<file path="config.mk">
export PLATFORM = sky130hd
export DESIGN_NAME = madc_result_control
export DESIGN_NICKNAME = d
export VERILOG_FILES = /design/src/madc_result_pair.v /design/src/madc_result_control.v
export VERILOG_INCLUDE_DIRS = /design/src
export SDC_FILE = /design/constraint.sdc
export NUM_CORES = 1
export LEC_CHECK = 0
export BUFFER_PORTS_ARGS = -buffer_cell sky130_fd_sc_hd__buf_2
export CAP_MARGIN = 20
export CORE_ASPECT_RATIO = 1.4
export CORE_MARGIN = 3
export CORE_UTILIZATION = 35
export CTS_CLUSTER_DIAMETER = 30
export CTS_CLUSTER_SIZE = 16
export DETAILED_ROUTE_END_ITERATION = 10
export PLACE_DENSITY_LB_ADDON = 0.08
export SYNTH_ARGS = -nofsm -noshare
export SYNTH_HDL_FRONTEND = slang
export SYNTH_SLANG_ARGS = --single-unit
export TNS_END_PERCENT = 50
</file>
<file path="constraint.sdc">
create_clock -name clk -period 2.1 [get_ports clk]
set_input_delay 0.21 -clock clk [delete_from_list [all_inputs] [get_ports clk]]
set_output_delay 0.21 -clock clk [all_outputs]
set_load 0.01 [all_outputs]
</file>
<file path="src/madc_regs.vh">
// register map, field positions, channel codes and timing constants of the converter control block
`ifndef MADC_REGS_VH
`define MADC_REGS_VH

// ----------------------------------------------------------------
// register offsets
// ----------------------------------------------------------------
`define MADC_CTRL_ADDR 8'h00
`define MADC_SENSE_HIGH_ADDR 8'h14
`define MADC_SENSE_LOW_ADDR 8'h15
`define MADC_SUPPLY_HIGH_ADDR 8'h1E
`define MADC_SUPPLY_LOW_ADDR 8'h1F
`define MADC_AUX_HIGH_ADDR 8'h28
`define MADC_AUX_LOW_ADDR 8'h29

// ----------------------------------------------------------------
// control register fields
// ----------------------------------------------------------------
`define MADC_SNAPSHOT_ENABLE_BIT 7
`define MADC_SNAP_SEL_HIGH_BIT 6
`define MADC_SNAP_SEL_LOW_BIT 5
`define MADC_BUSY_BIT 3
`define MADC_CTRL_STORE_MASK 8'hF7
`define MADC_CTRL_RESET 8'h00

// ----------------------------------------------------------------
// channel codes, shared by snapshot selection and scan order
// ----------------------------------------------------------------
`define MADC_CH_SENSE 2'h0
`define MADC_CH_SUPPLY 2'h1
`define MADC_CH_AUX 2'h2
`define MADC_CH_NONE 2'h3

// ----------------------------------------------------------------
// result layout
// ----------------------------------------------------------------
`define MADC_RESULT_RESET 12'h000
`define MADC_LOW_PAD 4'h0
`define MADC_BYTE_RESET 8'h00

// code weights per count and full-scale values, in the unit named at the end of each name
`define MADC_SENSE_LSB_NV 25000
`define MADC_SENSE_FS_UV 102400
`define MADC_SUPPLY_LSB_UV 25000
`define MADC_SUPPLY_FS_MV 102400
`define MADC_AUX_LSB_UV 500
`define MADC_AUX_FS_UV 2048000

// ----------------------------------------------------------------
// timing
// ----------------------------------------------------------------
`define MADC_CLK_MHZ 50
`define MADC_SCAN_PERIOD_US 133333
`define MADC_SCAN_CHANNELS 3
`define MADC_SLOT_CYCLES ((`MADC_SCAN_PERIOD_US / `MADC_SCAN_CHANNELS) * `MADC_CLK_MHZ)

`endif

</file>
<file path="src/madc_result_pair.v">
// one channel's 12-bit result held as an upper byte and an upper-nibble lower byte
`timescale 1ns/1ps
`include "madc_regs.vh"

module madc_result_pair (
  input wire clk,
  input wire resetn,
  input wire ce,
  input wire hw_load,
  input wire [11:0] hw_code,
  input wire sw_wr_high,
  input wire sw_wr_low,
  input wire [7:0] sw_data,
  output wire [7:0] high_byte,
  output wire [7:0] low_byte
);

  reg [11:0] result_reg;
  reg [11:0] result_next;

  // ----------------------------------------------------------------
  // storage: a finished conversion wins over a host write
  // ----------------------------------------------------------------
  always @* begin
    result_next = result_reg;
    if (sw_wr_high) begin
      result_next[11:4] = sw_data;
    end
    if (sw_wr_low) begin
      result_next[3:0] = sw_data[7:4];
    end
    if (hw_load) begin
      result_next = hw_code;
    end
  end

  always @(posedge clk) begin
    if (!resetn) begin
      result_reg <= `MADC_RESULT_RESET;
    end else if (ce) begin
      result_reg <= result_next;
    end
  end

  assign high_byte = result_reg[11:4];
  assign low_byte = {result_reg[3:0], `MADC_LOW_PAD};

endmodule

</file>
<file path="src/madc_result_control.v">
// result storage, scan sequencing, snapshot control and supply lockout of the measurement converter
`timescale 1ns/1ps
`include "madc_regs.vh"

module madc_result_control #(
  parameter SLOT_CYCLES = `MADC_SLOT_CYCLES,
  parameter SLOT_W = 22
) (
  input wire clk,
  input wire resetn,
  input wire ce,
  input wire high_supply_good,
  input wire low_supply_good,
  input wire high_supply_bus_ok,
  input wire low_supply_bus_ok,
  input wire host_wr_stb,
  input wire host_rd_stb,
  input wire [7:0] host_addr,
  input wire [7:0] host_wdata,
  input wire host_write_done,
  output wire [7:0] host_rdata,
  input wire conv_done,
  input wire [11:0] conv_code,
  output wire conv_start,
  output wire [1:0] conv_channel,
  output wire conv_enable,
  output wire bus_logic_reset,
  output wire conversion_busy_flag
);

  // ----------------------------------------------------------------
  // sequencer states
  // ----------------------------------------------------------------
  localparam [3:0] ST_IDLE = 4'h1;
  localparam [3:0] ST_SCAN = 4'h2;
  localparam [3:0] ST_GAP = 4'h4;
  localparam [3:0] ST_SNAP = 4'h8;
  localparam [31:0] SLOT_LAST_FULL = SLOT_CYCLES - 1;
  localparam [SLOT_W-1:0] SLOT_LAST = SLOT_LAST_FULL[SLOT_W-1:0];
  localparam [SLOT_W-1:0] SLOT_ZERO = {SLOT_W{1'b0}};
  localparam [SLOT_W-1:0] SLOT_ONE = {{(SLOT_W-1){1'b0}}, 1'b1};

  // ----------------------------------------------------------------
  // helper functions
  // ----------------------------------------------------------------
  function [7:0] high_addr;
    input [1:0] ch;
    begin
      case (ch)
        `MADC_CH_SENSE: high_addr = `MADC_SENSE_HIGH_ADDR;
        `MADC_CH_SUPPLY: high_addr = `MADC_SUPPLY_HIGH_ADDR;
        default: high_addr = `MADC_AUX_HIGH_ADDR;
      endcase
    end
  endfunction

  function [7:0] low_addr;
    input [1:0] ch;
    begin
      case (ch)
        `MADC_CH_SENSE: low_addr = `MADC_SENSE_LOW_ADDR;
        `MADC_CH_SUPPLY: low_addr = `MADC_SUPPLY_LOW_ADDR;
        default: low_addr = `MADC_AUX_LOW_ADDR;
      endcase
    end
  endfunction

  function [1:0] next_channel;
    input [1:0] ch;
    begin
      case (ch)
        `MADC_CH_SENSE: next_channel = `MADC_CH_SUPPLY;
        `MADC_CH_SUPPLY: next_channel = `MADC_CH_AUX;
        default: next_channel = `MADC_CH_SENSE;
      endcase
    end
  endfunction

  // ----------------------------------------------------------------
  // state
  // ----------------------------------------------------------------
  reg [3:0] state_reg;
  reg [3:0] state_next;
  reg [7:0] ctrl_reg;
  reg [7:0] ctrl_next;
  reg busy_reg;
  reg busy_next;
  reg armed_reg;
  reg armed_next;
  reg snap_req_reg;
  reg snap_req_next;
  reg [1:0] snap_ch_reg;
  reg [1:0] snap_ch_next;
  reg [1:0] scan_ch_reg;
  reg [1:0] scan_ch_next;
  reg [SLOT_W-1:0] slot_cnt_reg;
  reg [SLOT_W-1:0] slot_cnt_next;
  reg start_reg;
  reg start_next;
  reg [1:0] channel_reg;
  reg [1:0] channel_next;
  reg load_stb;
  reg [1:0] load_ch;
  reg enable_reg;
  reg bus_reset_reg;
  reg [7:0] rdata_reg;
  reg [7:0] rdata_next;
  wire ctrl_wr;
  wire [1:0] wr_sel;
  wire [7:0] res_high [0:2];
  wire [7:0] res_low [0:2];

  assign ctrl_wr = host_wr_stb && (host_addr == `MADC_CTRL_ADDR);
  assign wr_sel = {host_wdata[`MADC_SNAP_SEL_HIGH_BIT], host_wdata[`MADC_SNAP_SEL_LOW_BIT]};

  // ----------------------------------------------------------------
  // supply lockout
  // ----------------------------------------------------------------
  always @(posedge clk) begin
    if (!resetn) begin
      enable_reg <= 1'b0;
      bus_reset_reg <= 1'b1;
    end else if (ce) begin
      // on while either supply is good, off only once both are gone
      enable_reg <= high_supply_good | low_supply_good;
      bus_reset_reg <= ~(high_supply_bus_ok | low_supply_bus_ok);
    end
  end

  // ----------------------------------------------------------------
  // control register and snapshot request
  // ----------------------------------------------------------------
  always @* begin
    ctrl_next = ctrl_reg;
    armed_next = armed_reg;
    snap_req_next = snap_req_reg;
    snap_ch_next = snap_ch_reg;
    busy_next = busy_reg;
    if (ctrl_wr) begin
      ctrl_next = host_wdata & `MADC_CTRL_STORE_MASK;
      // only an enable write with a real channel arms a snapshot
      armed_next = host_wdata[`MADC_SNAPSHOT_ENABLE_BIT] && (wr_sel != `MADC_CH_NONE);
      snap_ch_next = wr_sel;
    end
    // the request ends with its own conversion; no rerun without a new write
    if (state_reg == ST_SNAP && conv_done) begin
      snap_req_next = 1'b0;
      busy_next = 1'b0;
    end
    // a new request in the same cycle wins over the clear
    if (host_write_done && armed_reg && !ctrl_wr) begin
      armed_next = 1'b0;
      snap_req_next = 1'b1;
      busy_next = 1'b1;
    end
  end

  always @(posedge clk) begin
    if (!resetn) begin
      ctrl_reg <= `MADC_CTRL_RESET;
      armed_reg <= 1'b0;
      snap_req_reg <= 1'b0;
      snap_ch_reg <= `MADC_CH_SENSE;
      busy_reg <= 1'b0;
    end else if (ce) begin
      ctrl_reg <= ctrl_next;
      armed_reg <= armed_next;
      snap_req_reg <= snap_req_next;
      snap_ch_reg <= snap_ch_next;
      busy_reg <= busy_next;
    end
  end

  // ----------------------------------------------------------------
  // conversion sequencer
  // ----------------------------------------------------------------
  always @* begin
    state_next = state_reg;
    scan_ch_next = scan_ch_reg;
    channel_next = channel_reg;
    start_next = 1'b0;
    load_stb = 1'b0;
    load_ch = channel_reg;
    if (slot_cnt_reg != SLOT_LAST) begin
      slot_cnt_next = slot_cnt_reg + SLOT_ONE;
    end else begin
      slot_cnt_next = slot_cnt_reg;
    end
    case (state_reg)
      ST_IDLE: begin
        if (!enable_reg) begin
          state_next = ST_IDLE;
        end else if (snap_req_reg) begin
          channel_next = snap_ch_reg;
          start_next = 1'b1;
          slot_cnt_next = SLOT_ZERO;
          state_next = ST_SNAP;
        end else if (!ctrl_reg[`MADC_SNAPSHOT_ENABLE_BIT]) begin
          channel_next = scan_ch_reg;
          start_next = 1'b1;
          slot_cnt_next = SLOT_ZERO;
          state_next = ST_SCAN;
        end
      end
      ST_SCAN: begin
        if (!enable_reg) begin
          state_next = ST_IDLE;
        end else if (conv_done) begin
          load_stb = 1'b1;
          scan_ch_next = next_channel(scan_ch_reg);
          state_next = ST_GAP;
        end
      end
      ST_GAP: begin
        // pace each slot to a third of the scan period
        if (!enable_reg || snap_req_reg || slot_cnt_reg == SLOT_LAST) begin
          state_next = ST_IDLE;
        end
      end
      ST_SNAP: begin
        if (!enable_reg) begin
          state_next = ST_IDLE;
        end else if (conv_done) begin
          load_stb = 1'b1;
          state_next = ST_IDLE;
        end
      end
      default: begin
        state_next = ST_IDLE;
      end
    endcase
  end

  always @(posedge clk) begin
    if (!resetn) begin
      state_reg <= ST_IDLE;
      scan_ch_reg <= `MADC_CH_SENSE;
      channel_reg <= `MADC_CH_SENSE;
      start_reg <= 1'b0;
      slot_cnt_reg <= SLOT_ZERO;
    end else if (ce) begin
      state_reg <= state_next;
      scan_ch_reg <= scan_ch_next;
      channel_reg <= channel_next;
      start_reg <= start_next;
      slot_cnt_reg <= slot_cnt_next;
    end
  end

  // ----------------------------------------------------------------
  // result register pairs, raw converter codes stored without scaling
  // ----------------------------------------------------------------
  genvar gi;
  generate
    for (gi = 0; gi < 3; gi = gi + 1) begin : g_pair
      localparam [31:0] PAIR_IDX = gi;
      localparam [1:0] PAIR_CH = PAIR_IDX[1:0];
      madc_result_pair u_pair (
        .clk(clk),
        .resetn(resetn),
        .ce(ce),
        .hw_load(load_stb && (load_ch == PAIR_CH)),
        .hw_code(conv_code),
        .sw_wr_high(host_wr_stb && (host_addr == high_addr(PAIR_CH))),
        .sw_wr_low(host_wr_stb && (host_addr == low_addr(PAIR_CH))),
        .sw_data(host_wdata),
        .high_byte(res_high[gi]),
        .low_byte(res_low[gi])
      );
    end
  endgenerate

  // ----------------------------------------------------------------
  // read data
  // ----------------------------------------------------------------
  always @* begin
    rdata_next = rdata_reg;
    if (host_rd_stb) begin
      case (host_addr)
        `MADC_CTRL_ADDR: begin
          rdata_next = ctrl_reg;
          rdata_next[`MADC_BUSY_BIT] = busy_reg;
        end
        `MADC_SENSE_HIGH_ADDR: rdata_next = res_high[0];
        `MADC_SENSE_LOW_ADDR: rdata_next = res_low[0];
        `MADC_SUPPLY_HIGH_ADDR: rdata_next = res_high[1];
        `MADC_SUPPLY_LOW_ADDR: rdata_next = res_low[1];
        `MADC_AUX_HIGH_ADDR: rdata_next = res_high[2];
        `MADC_AUX_LOW_ADDR: rdata_next = res_low[2];
        default: rdata_next = `MADC_BYTE_RESET;
      endcase
    end
  end

  always @(posedge clk) begin
    if (!resetn) begin
      rdata_reg <= `MADC_BYTE_RESET;
    end else if (ce) begin
      rdata_reg <= rdata_next;
    end
  end

  // ----------------------------------------------------------------
  // outputs
  // ----------------------------------------------------------------
  assign host_rdata = rdata_reg;
  assign conv_start = start_reg;
  assign conv_channel = channel_reg;
  assign conv_enable = enable_reg;
  assign bus_logic_reset = bus_reset_reg;
  assign conversion_busy_flag = busy_reg;

endmodule

</file>
[Word-level counts from Yosys, hierarchy flattened]
Cells that the tools add are included.
Storage, ports and cells
  flip-flop bits (word level): 88
  output and inout bits: 14
  logic and storage cells: 124
Operators by class
  add/subtract/negate cells: 1
  equal/unequal tests: 21
  muxes and demuxes: 38
  bitwise operators: 3
  reductions and logical operators: 43
Operators by type and width (count)
  2-to-1 mux 22 bit: 5
  case mux 8 bit (7 select lines): 1
  2-to-1 mux 4 bit: 11
  2-to-1 mux 12 bit: 3
  equality test 8 x 5 -> 1 bit, second input constant: 4
  2-to-1 mux 8 bit: 3
  adder 22 x 1 -> 22 bit, second input constant: 1
  equality test 22 bit, second input constant: 1
  inequality test 22 bit, second input constant: 1
  AND reduction 2 bit: 10
  equality test 8 x 6 -> 1 bit, second input constant: 2
  case mux 4 bit (4 select lines): 1
  nonzero test 2 bit: 8
  logical AND 1 bit: 14
  2-to-1 mux 1 bit: 11
  logical NOT 8 bit: 1
  AND reduction 4 bit: 2
  inequality test 3 bit, second input constant: 2
  AND reduction 5 bit: 1
  equality test 2 x 1 -> 1 bit, second input constant: 2
  equality test 4 x 1 -> 1 bit, second input constant: 1
  equality test 4 x 2 -> 1 bit, second input constant: 1
  equality test 4 x 3 -> 1 bit, second input constant: 1
  equality test 4 bit, second input constant: 1
  12 further kinds: 18

[Longest topological paths before layout]
Gate-level depths: netlist (run 1).
  word-level depth: 6
  gate-level depth with buffers: 8
  mapped depth without buffers: 6

[Cells and area by module]
A second synthesis (run 1) with hierarchy kept.
Second synthesis, totals
  cell total of the unflattened synthesis: 585
  area total of the unflattened synthesis: 5327.6 µm²
Modules (own cells, without submodules)
  madc_result_control: instances 1, cells an instance 369, area an instance 3004.1 µm², seq. area each 1001.0 µm²
  madc_result_pair: instances 3, cells an instance 72, area an instance 774.5 µm², seq. area each 240.2 µm²

[Least setup slack after synthesis (run 1)]
OpenSTA, ideal clock, no wires.
  kind: reg-to-reg
  from: register snap_req_reg
  to: register slot_cnt_reg[4]
  library setup time: 0.059 ns
  arrival time: 1.826 ns
  setup slack: 0.215 ns
  cell stages (with the launch flop): 9
  cell sequence: dfxtp_1 -> buf_2 -> nand2b_1 -> and4_1 -> buf_2 -> nand2b_1 -> buf_2 -> or4_1 -> nand2_1
Between the ends
  longest elaborated chain between the ends: 3
Ends and longest elaborated chain
  start, declared: RTL line madc_result_control.v:90  | reg snap_req_reg;
  start signal, assigned: RTL line madc_result_control.v:168  | snap_req_reg <= snap_req_next;
  2-to-1 mux 22 bit: RTL line madc_result_control.v:193  | end else if (snap_req_reg) begin
  2-to-1 mux 22 bit: RTL line madc_result_control.v:191  | if (!enable_reg) begin
  2-to-1 mux 22 bit: RTL line madc_result_control.v:189  | case (state_reg)
  end signal, assigned: RTL line madc_result_control.v:246  | slot_cnt_reg <= slot_cnt_next;
  end, declared: RTL line madc_result_control.v:96  | reg [SLOT_W-1:0] slot_cnt_reg;
No other way between the ends.
A chain may end at the register's enable or synchronous reset.

[Worst setup path in the final report (run 1)]
  from: register state_reg[0]
  to: register g_pair[0].u_pair.result_reg[5]
Between the ends
  longest elaborated chain between the ends: 6
Ends and longest elaborated chain
  start, declared: RTL line madc_result_control.v:82  | reg [3:0] state_reg;
  start signal, assigned: RTL line madc_result_control.v:242  | state_reg <= state_next;
  equality test 4 bit or equality test 4 x 2 -> 1 bit (tied branches)
  OR reduction 2 bit (no source line) *
  2-to-1 mux 1 bit *
  logical AND 1 bit *: RTL line madc_result_control.v:262  | .hw_load(load_stb && (load_ch == PAIR_CH)),
  nonzero test 2 bit (no source line)
  AND reduction 2 bit (no source line)
  end signal, assigned: RTL line madc_result_pair.v:39  | result_reg <= `MADC_RESULT_RESET;
  end signal, assigned: RTL line madc_result_pair.v:41  | result_reg <= result_next;
  end, declared: RTL line madc_result_pair.v:18  | reg [11:0] result_reg;
Mark *: on every way between the ends. The rest lies on a longest branch, timed or not.

==> results.md, run 1 <==
* Register area share after synthesis at 0.395
* Num CTS Buffers at 9
* Initial antenna violation count at 0
* PwrDens at 693 nW/um^2
* RSZ-0062 raised after global routing: false
* Finished Core Util at 0.439
* Share of layout cells above drive strength 1 at 0.208
* Starting Density at 0.363
* Die ar. at 13900 um^2
* Register area at 1720 um^2
* Max-Cap Viols at 0
* Die X at approximately 100 um
* Synth warnings at 0
* Syn Area/Cell at slightly below 9 um^2
* Worst rel slew slack at 0.507
* Htree depth at 3
* Design Power at ~3.6 mW
* Synth Instances at 487
* Clock Sinks at 86
* P_leak at between 2 and 2.5 nW
* Seq cells post-synth at 86
* 1st-pass router iterations at 4
* Core area at 12000 um^2
* Worst setup EP type: register
* Final wirelength at between 10000 and 15000 um
* Max Clock Freq at between 500 and 600 MHz
* Post-synth EDFFs at 0
* Final setup viols at 0
* Yosys top cell area share at 0.395
* Syn Nets at roughly 530
* Multi-input logic area at approximately 2500 um^2
* Placed insts at between 600 and 700
* Area contributors post-synth: dfxtp_1, mux2i_1, nor2_1, o21ai_0, nand2_1
* Initial drt markers at 150
* Routability cong. at roughly 0.85
* Gr ovfl total at 0
* Root buf cell: clkbuf_16
* Synth cell types at 61
* Detailed placement HPWL at 10100 um
* Antenna Nets Post-Route at 0
* Post-route minimum period at ~1.9 ns
* Clock Latency Late Sink at 0.34 ns
* Crit-path cells: and4bb_2, nand3b_1, nor2_2, a21oi_1, o2bb2ai_1
* Hold WC Path Type: in -> reg
* Nets at between 500 and 600
* Run status: finished, final reports clean
* Worst EP arrival at ~2.2 ns
* Max-slew violations at 0
* Total negative slack at 0 ns
* Setup CP Type: reg -> reg
* Slowest stage delay, CP at about 0.62 ns
* Vias in the first global route at 4023
* Synth area leader: dfxtp_1
* Largest net degree at the start of global routing at 18
* Actual slew at the worst max-slew pin at ~0.74 ns
* Vias per cell at between 5 and 6
* Top Ports at 53
* Via count at ~4000
* Most used DFF post-synth: dfxtp_1
* Clock transition at the registers of the reported paths at around 0.060 ns
* Drt wl/cell at between 15 and 20 um
* Fillers at between 1000 and 1500
* Max clock buf depth at 2
* Port Buf Inserts at 52
* Final hold violations at 0
* Worst path slowest cell: a21oi_1
* Std cell rows at 47
* Global-route wire length before repair at 21100 um
* Finished Layout Cells at approximately 700
* Mapped Area at about 4400 um^2
* Max reg flops at 36
* Die height at 138 um
* Crit share post-route at 0.917
* Peak VDD IR at around 0.00035 V
* Post-synth top cells: dfxtp_1, mux2i_1, nor2_1
* Synthesis-to-layout area growth at 20.7%
* Top-count cell post-synth: dfxtp_1
* Setup crit start kind: register
* DRC at 0
* Gr usage total at 0.194
* Worst-path fanout max at 8
* Final Hold Slack at 0.136 ns
* CP required at between 2 and 2.5 ns
* Clock Skew at between 0.007 and 0.008 ns
* Ys async rst share at 0
* CTS tree: yes
[critical path: cells and delay by family, from the launching register on]
family          cells  cell delay, ns
compound gates      2            0.80
flops               1            0.41
simple gates        3            0.64
[area by class of cell]
cell class | count | area share
Clock buffer | 10 | 0.0454
Multi-Input combinational cell | 370 | 0.479
Clock inverter | 4 | 0.0138
Sequential cell | 86 | 0.327
Timing Repair Buffer | 83 | 0.0960
Inverter | 5 | 0.00357
Tap cell | 147 | 0.0349
Antenna cell | 1 | 0.000475
[kinds of logic (layout without fill, tap and decap cells)]
logic type | after synthesis | after routing | synth area share
buffers and inverters | 31 | 102 | 0.0330
xor gates and xnor gates | 17 | 17 | 0.0341
and+or+nand+nor | 168 | 168 | 0.205
adders and majority gates | 1 | 1 | 0.00287
other | 0 | 1 | 0
muxes | 53 | 53 | 0.122
DFF | 86 | 86 | 0.395
AOI/OAI and AO/OA | 131 | 131 | 0.208
[through the flow]
step           setup slack [ns]  area (um^2)
2_1_floorplan             0.215         4360
4_1_cts                   0.150         5240
3_3_place_gp             0.0624         4920
3_5_place_dp             0.0381         4920
5_1_grt                  0.0396         5260
6_report                  0.175         5260
[layout by cell type, fill, tap and decap left out, types with 3 or more instances in the layout]
cell	synthesis	routed
a211oi_1	15	15
a21oi_1	26	26
a21oi_2	3	3
a22oi_1	10	10
and3_1	7	7
and4_1	8	8
buf_2	9	52
buf_4	2	30
clkbuf_16	0	9
dfxtp_1	86	86
inv_1	5	5
mux2i_1	51	51
nand2_1	38	38
nand3_1	19	19
nand3b_1	4	4
nand4_1	5	5
nand4b_1	3	3
nor2_1	48	48
nor3_1	8	8
nor3b_1	4	4
o211ai_1	7	7
o21ai_0	32	32
o2bb2ai_1	16	16
o31ai_1	4	4
or4_1	3	3
xnor2_1	3	3
xor2_1	14	13
[power breakdown]
group | switching [mW] | internal [mW] | leakage [nW]
Combinational | 0.175 | 0.0992 | 1.27
Sequential | 0.0154 | 1.64 | 0.694
Clock | 0.655 | 1.06 | 0.150
[path summary, 6_finish.rpt]
| path | startpoint | end | slack (ns) | depth (start not counted) |
|---|---|---|---|---|
| min reg2reg | host_rdata[1]$_SDFFE_PN0P_ | host_rdata[1]$_SDFFE_PN0P_ | 0.45 | 2 |
| min | resetn | state_reg[0]$_SDFFE_PN1P_ | 0.14 | 2 |
| max reg2reg | state_reg[0]$_SDFFE_PN1P_ | g_pair[0].u_pair.result_reg[5]$_SDFFE_PN0P_ | 0.17 | 5 |
| max | state_reg[0]$_SDFFE_PN1P_ | g_pair[0].u_pair.result_reg[5]$_SDFFE_PN0P_ | 0.17 | 5 |
[per-layer routing]
layer / vias up / share of wire / global-route usage
met3: 22 / 0.032 / 0.0252
met5: - / 0 / 0
li1: 1952 / - / -
met4: 0 / 0.030 / 0.0930
met1: 1918 / 0.41 / 0.216
met2: 83 / 0.53 / 0.354
[repair_timing]
action,in CTS,in global routing
hold buffers,0,0
resized for setup,0,2
buffers inserted,0,1
setup endpoints to repair,0,9
Power figures use the tool's default switching activity.
==> inputs of run 2 (changes only) <==
--- a/config.mk
+++ b/config.mk
@@ -6,7 +6,7 @@
 export SDC_FILE = /design/constraint.sdc
 export NUM_CORES = 1
 export LEC_CHECK = 0
-export BUFFER_PORTS_ARGS = -buffer_cell sky130_fd_sc_hd__buf_2
+export BUFFER_PORTS_ARGS = -buffer_cell sky130_fd_sc_hd__buf_4
 export CAP_MARGIN = 20
 export CORE_ASPECT_RATIO = 1.4
 export CORE_MARGIN = 3
==> run 2 against run 1 <==
Net effect:
- clock power shrank 5%
- clock skew fell by 0.0011 ns
- die area unchanged
- count of clock-buffer cells in the layout increased by 1
==> results.md, run 2 (same netlist as run 1, synthesis figures left out) <==
* Run status: finished, final reports clean
* PostCTS Resize Cnt at 0 (unchanged)
* Multi-input logic area at 2520 um^2 (unchanged)
* Setup CP Type: reg -> reg
* CTS tree: yes
* Top Ports at 53 (unchanged)
* Crit-path cells: and4bb_2, nand3b_1, nor2_2, o211ai_1, o2bb2ai_1
* Hold WC Path Type: in -> reg
* Initial drt markers at 147 (-2.0%)
* Vias in the first global route at 4043 (+0.50%)
* Synthesis-to-layout area growth at 22.6%
* Slowest stage delay, CP at 0.60 ns (-0.02 ns)
* CP required at 2.31 ns (-0.06 ns)
* Setup crit start kind: register
* R2R Path End: g_pair[0].u_pair.result_reg[10]$_SDFFE_PN0P_
* Port Buf Inserts at 52 (unchanged)
* Fillers at 1203 (-1.8%)
* Peak VDD IR at 0.000335 V (-5.1%)
* Final hold violations at 0 (unchanged)
* Actual slew at the worst max-slew pin at 0.724 ns (-0.0147 ns)
* Final wirelength at 13500 um (+2.3%)
* Max-slew violations at 0 (unchanged)
* Reg-to-reg slack, setup at 0.18 ns (about the same)
* Commonest cells after routing, fill and taps aside: dfxtp_1, buf_4, mux2i_1
* Gr usage total at 0.200 (+0.00608)
* DRC at 0 (unchanged)
* Worst EP arrival at 2.12 ns (-0.08 ns)
* Clock Sinks at 86 (unchanged)
* Max clock buf depth at 2 (unchanged)
* WHS Path Cells at 2 (unchanged)
* Initial antenna violation count at 0 (unchanged)
* Via count at 3968 (-0.18%)
* Core area at 12000 um^2 (unchanged)
* Final setup viols at 0 (unchanged)
* Nets at 590 (-0.84%)
* Total negative slack at 0 ns (unchanged)
* Post-route minimum period at 1.92 ns (-0.00608 ns)
* Gr ovfl total at 0 (unchanged)
* Worst Setup SP: state_reg[0]$_SDFFE_PN1P_
* RR Startpoint: state_reg[0]$_SDFFE_PN1P_
* Routability cong. at 0.840 (-1.5%)
* Worst path slowest cell: o211ai_1
* Clock Latency Late Sink at 0.34 ns (about the same)
* Die X at 100 um (unchanged)
* Register area at 1720 um^2 (about the same)
* Max reg flops at 36 (unchanged)
* Drt wl/cell at 19.2 um (+2.8%)
* P_leak at 2.12 nW (+0.13%)
* Starting Density at 0.363 (unchanged)
* 1st-pass router iterations at 7 (+3)
* Antenna Nets Post-Route at 0 (unchanged)
* Hold_sp: resetn
* Share of layout cells above drive strength 1 at 0.204 (-0.00428)
* Clock Skew at 0.00630 ns (-0.00107 ns)
* Design Power at 3.59 mW (-1.6%)
* Clock transition at the registers of the reported paths at 0.06 ns (about the same)
* Worst setup EP type: register
* RSZ-0062 raised after global routing: false
* Die ar. at 13900 um^2 (unchanged)
* Htree depth at 3 (unchanged)
* # Post-CTS Setup Buffers at 0 (unchanged)
* Worst rel slew slack at 0.517 (+0.00978)
* # diodes at 0 (-1)
* Hold-fix buffers, CTS at 0 (unchanged)
* Worst-path fanout max at 8 (unchanged)
* Commonest non-fill, non-tap cell in the layout: dfxtp_1
* Vias per cell at 5.65 (+0.39%)
* Die height at 138 um (unchanged)
* PwrDens at 672 nW/um^2 (-3.1%)
* Largest net degree at the start of global routing at 22 (+4)
* Hold EP: state_reg[0]$_SDFFE_PN1P_
* Max-Cap Viols at 0 (unchanged)
* Max Clock Freq at 521 MHz (+0.32%)
* Detailed placement HPWL at 10200 um (+0.92%)
* Global-route wire length before repair at 21500 um (+2.2%)
* R2R cell count at 5 (unchanged)
* Root buf cell: clkbuf_16
* Std cell rows at 47 (unchanged)
* Crit share post-route at 0.914 (-0.00290)
* Num CTS Buffers at 9 (unchanged)
run 2: cell count changes in the layout (fill, tap and decap cells not counted):
cell / delta
clkinvlp_4: +1
dfxtp_2: +1
bufinv_16: -1
buf_2: -52
buf_4: +47
clkinv_4: +1
clkbuf_1: +1
dfxtp_1: -1
diode_2: -1
run 2: worst max-delay path by stage:
stage / end / slack [ns] / cells past startpoint
after floorplan: slot_cnt_reg[4]$_SDFFE_PN0P_ / 0.21 / 8
after global placement: host_rdata[7]$_SDFFE_PN0P_ / 0.12 / 7
after detailed placement: g_pair[0].u_pair.result_reg[2]$_SDFFE_PN0P_ / 0.08 / 5
after CTS: g_pair[0].u_pair.result_reg[2]$_SDFFE_PN0P_ / 0.07 / 5
after global routing: g_pair[0].u_pair.result_reg[8]$_SDFFE_PN0P_ / 0.01 / 5
final: g_pair[0].u_pair.result_reg[10]$_SDFFE_PN0P_ / 0.18 / 5
run 2: layout make-up:
class,instances,area share
Sequential cell,86,0.322
Timing Repair Buffer,78,0.112
Clock inverter,5,0.0110
Clock buffer,11,0.0454
Inverter,5,0.00351
Tap cell,147,0.0344
Multi-Input combinational cell,370,0.471
run 2: metrics by stage:
| step | hold WS [ns] | instance area, um^2 | worst slack, ns | std cells | util |
|---|---|---|---|---|---|
| CTS | 0.102 | 5330 | 0.0726 | 702 | 0.444 |
| detailed placement | 0.447 | 5020 | 0.0849 | 686 | 0.419 |
| global placement | 0.442 | 5020 | 0.119 | 686 | 0.419 |
| global route | 0.121 | 5350 | 0.0136 | 702 | 0.446 |
| finish | 0.111 | 5350 | 0.181 | 702 | 0.446 |
| floorplan | 0.354 | 4360 | 0.215 | 487 | - |
run 2: power by group:
group	total [mW]	internal (mW)	switching [mW]
Sequential	1.66	1.64	0.0164
Combinational	0.296	0.120	0.176
Clock	1.63	0.955	0.679
Total	3.59	2.72	0.872
run 2: worst max-delay path: cells and delay by family, from the launching register on:
family	cells	cell delay (ns)
AO/OA/AOI/OAI	2	0.74
AND/OR/NAND/NOR	3	0.64
flip-flops	1	0.39
run 2: layer usage:
layer | track usage | vias up | routed length (um)
li1 | - | 1942 | -
met1 | 0.225 | 1918 | 5430
met3 | 0.0363 | 22 | 494
met4 | 0.0852 | 0 | 385
met5 | 0 | - | 0
met2 | 0.360 | 86 | 7180
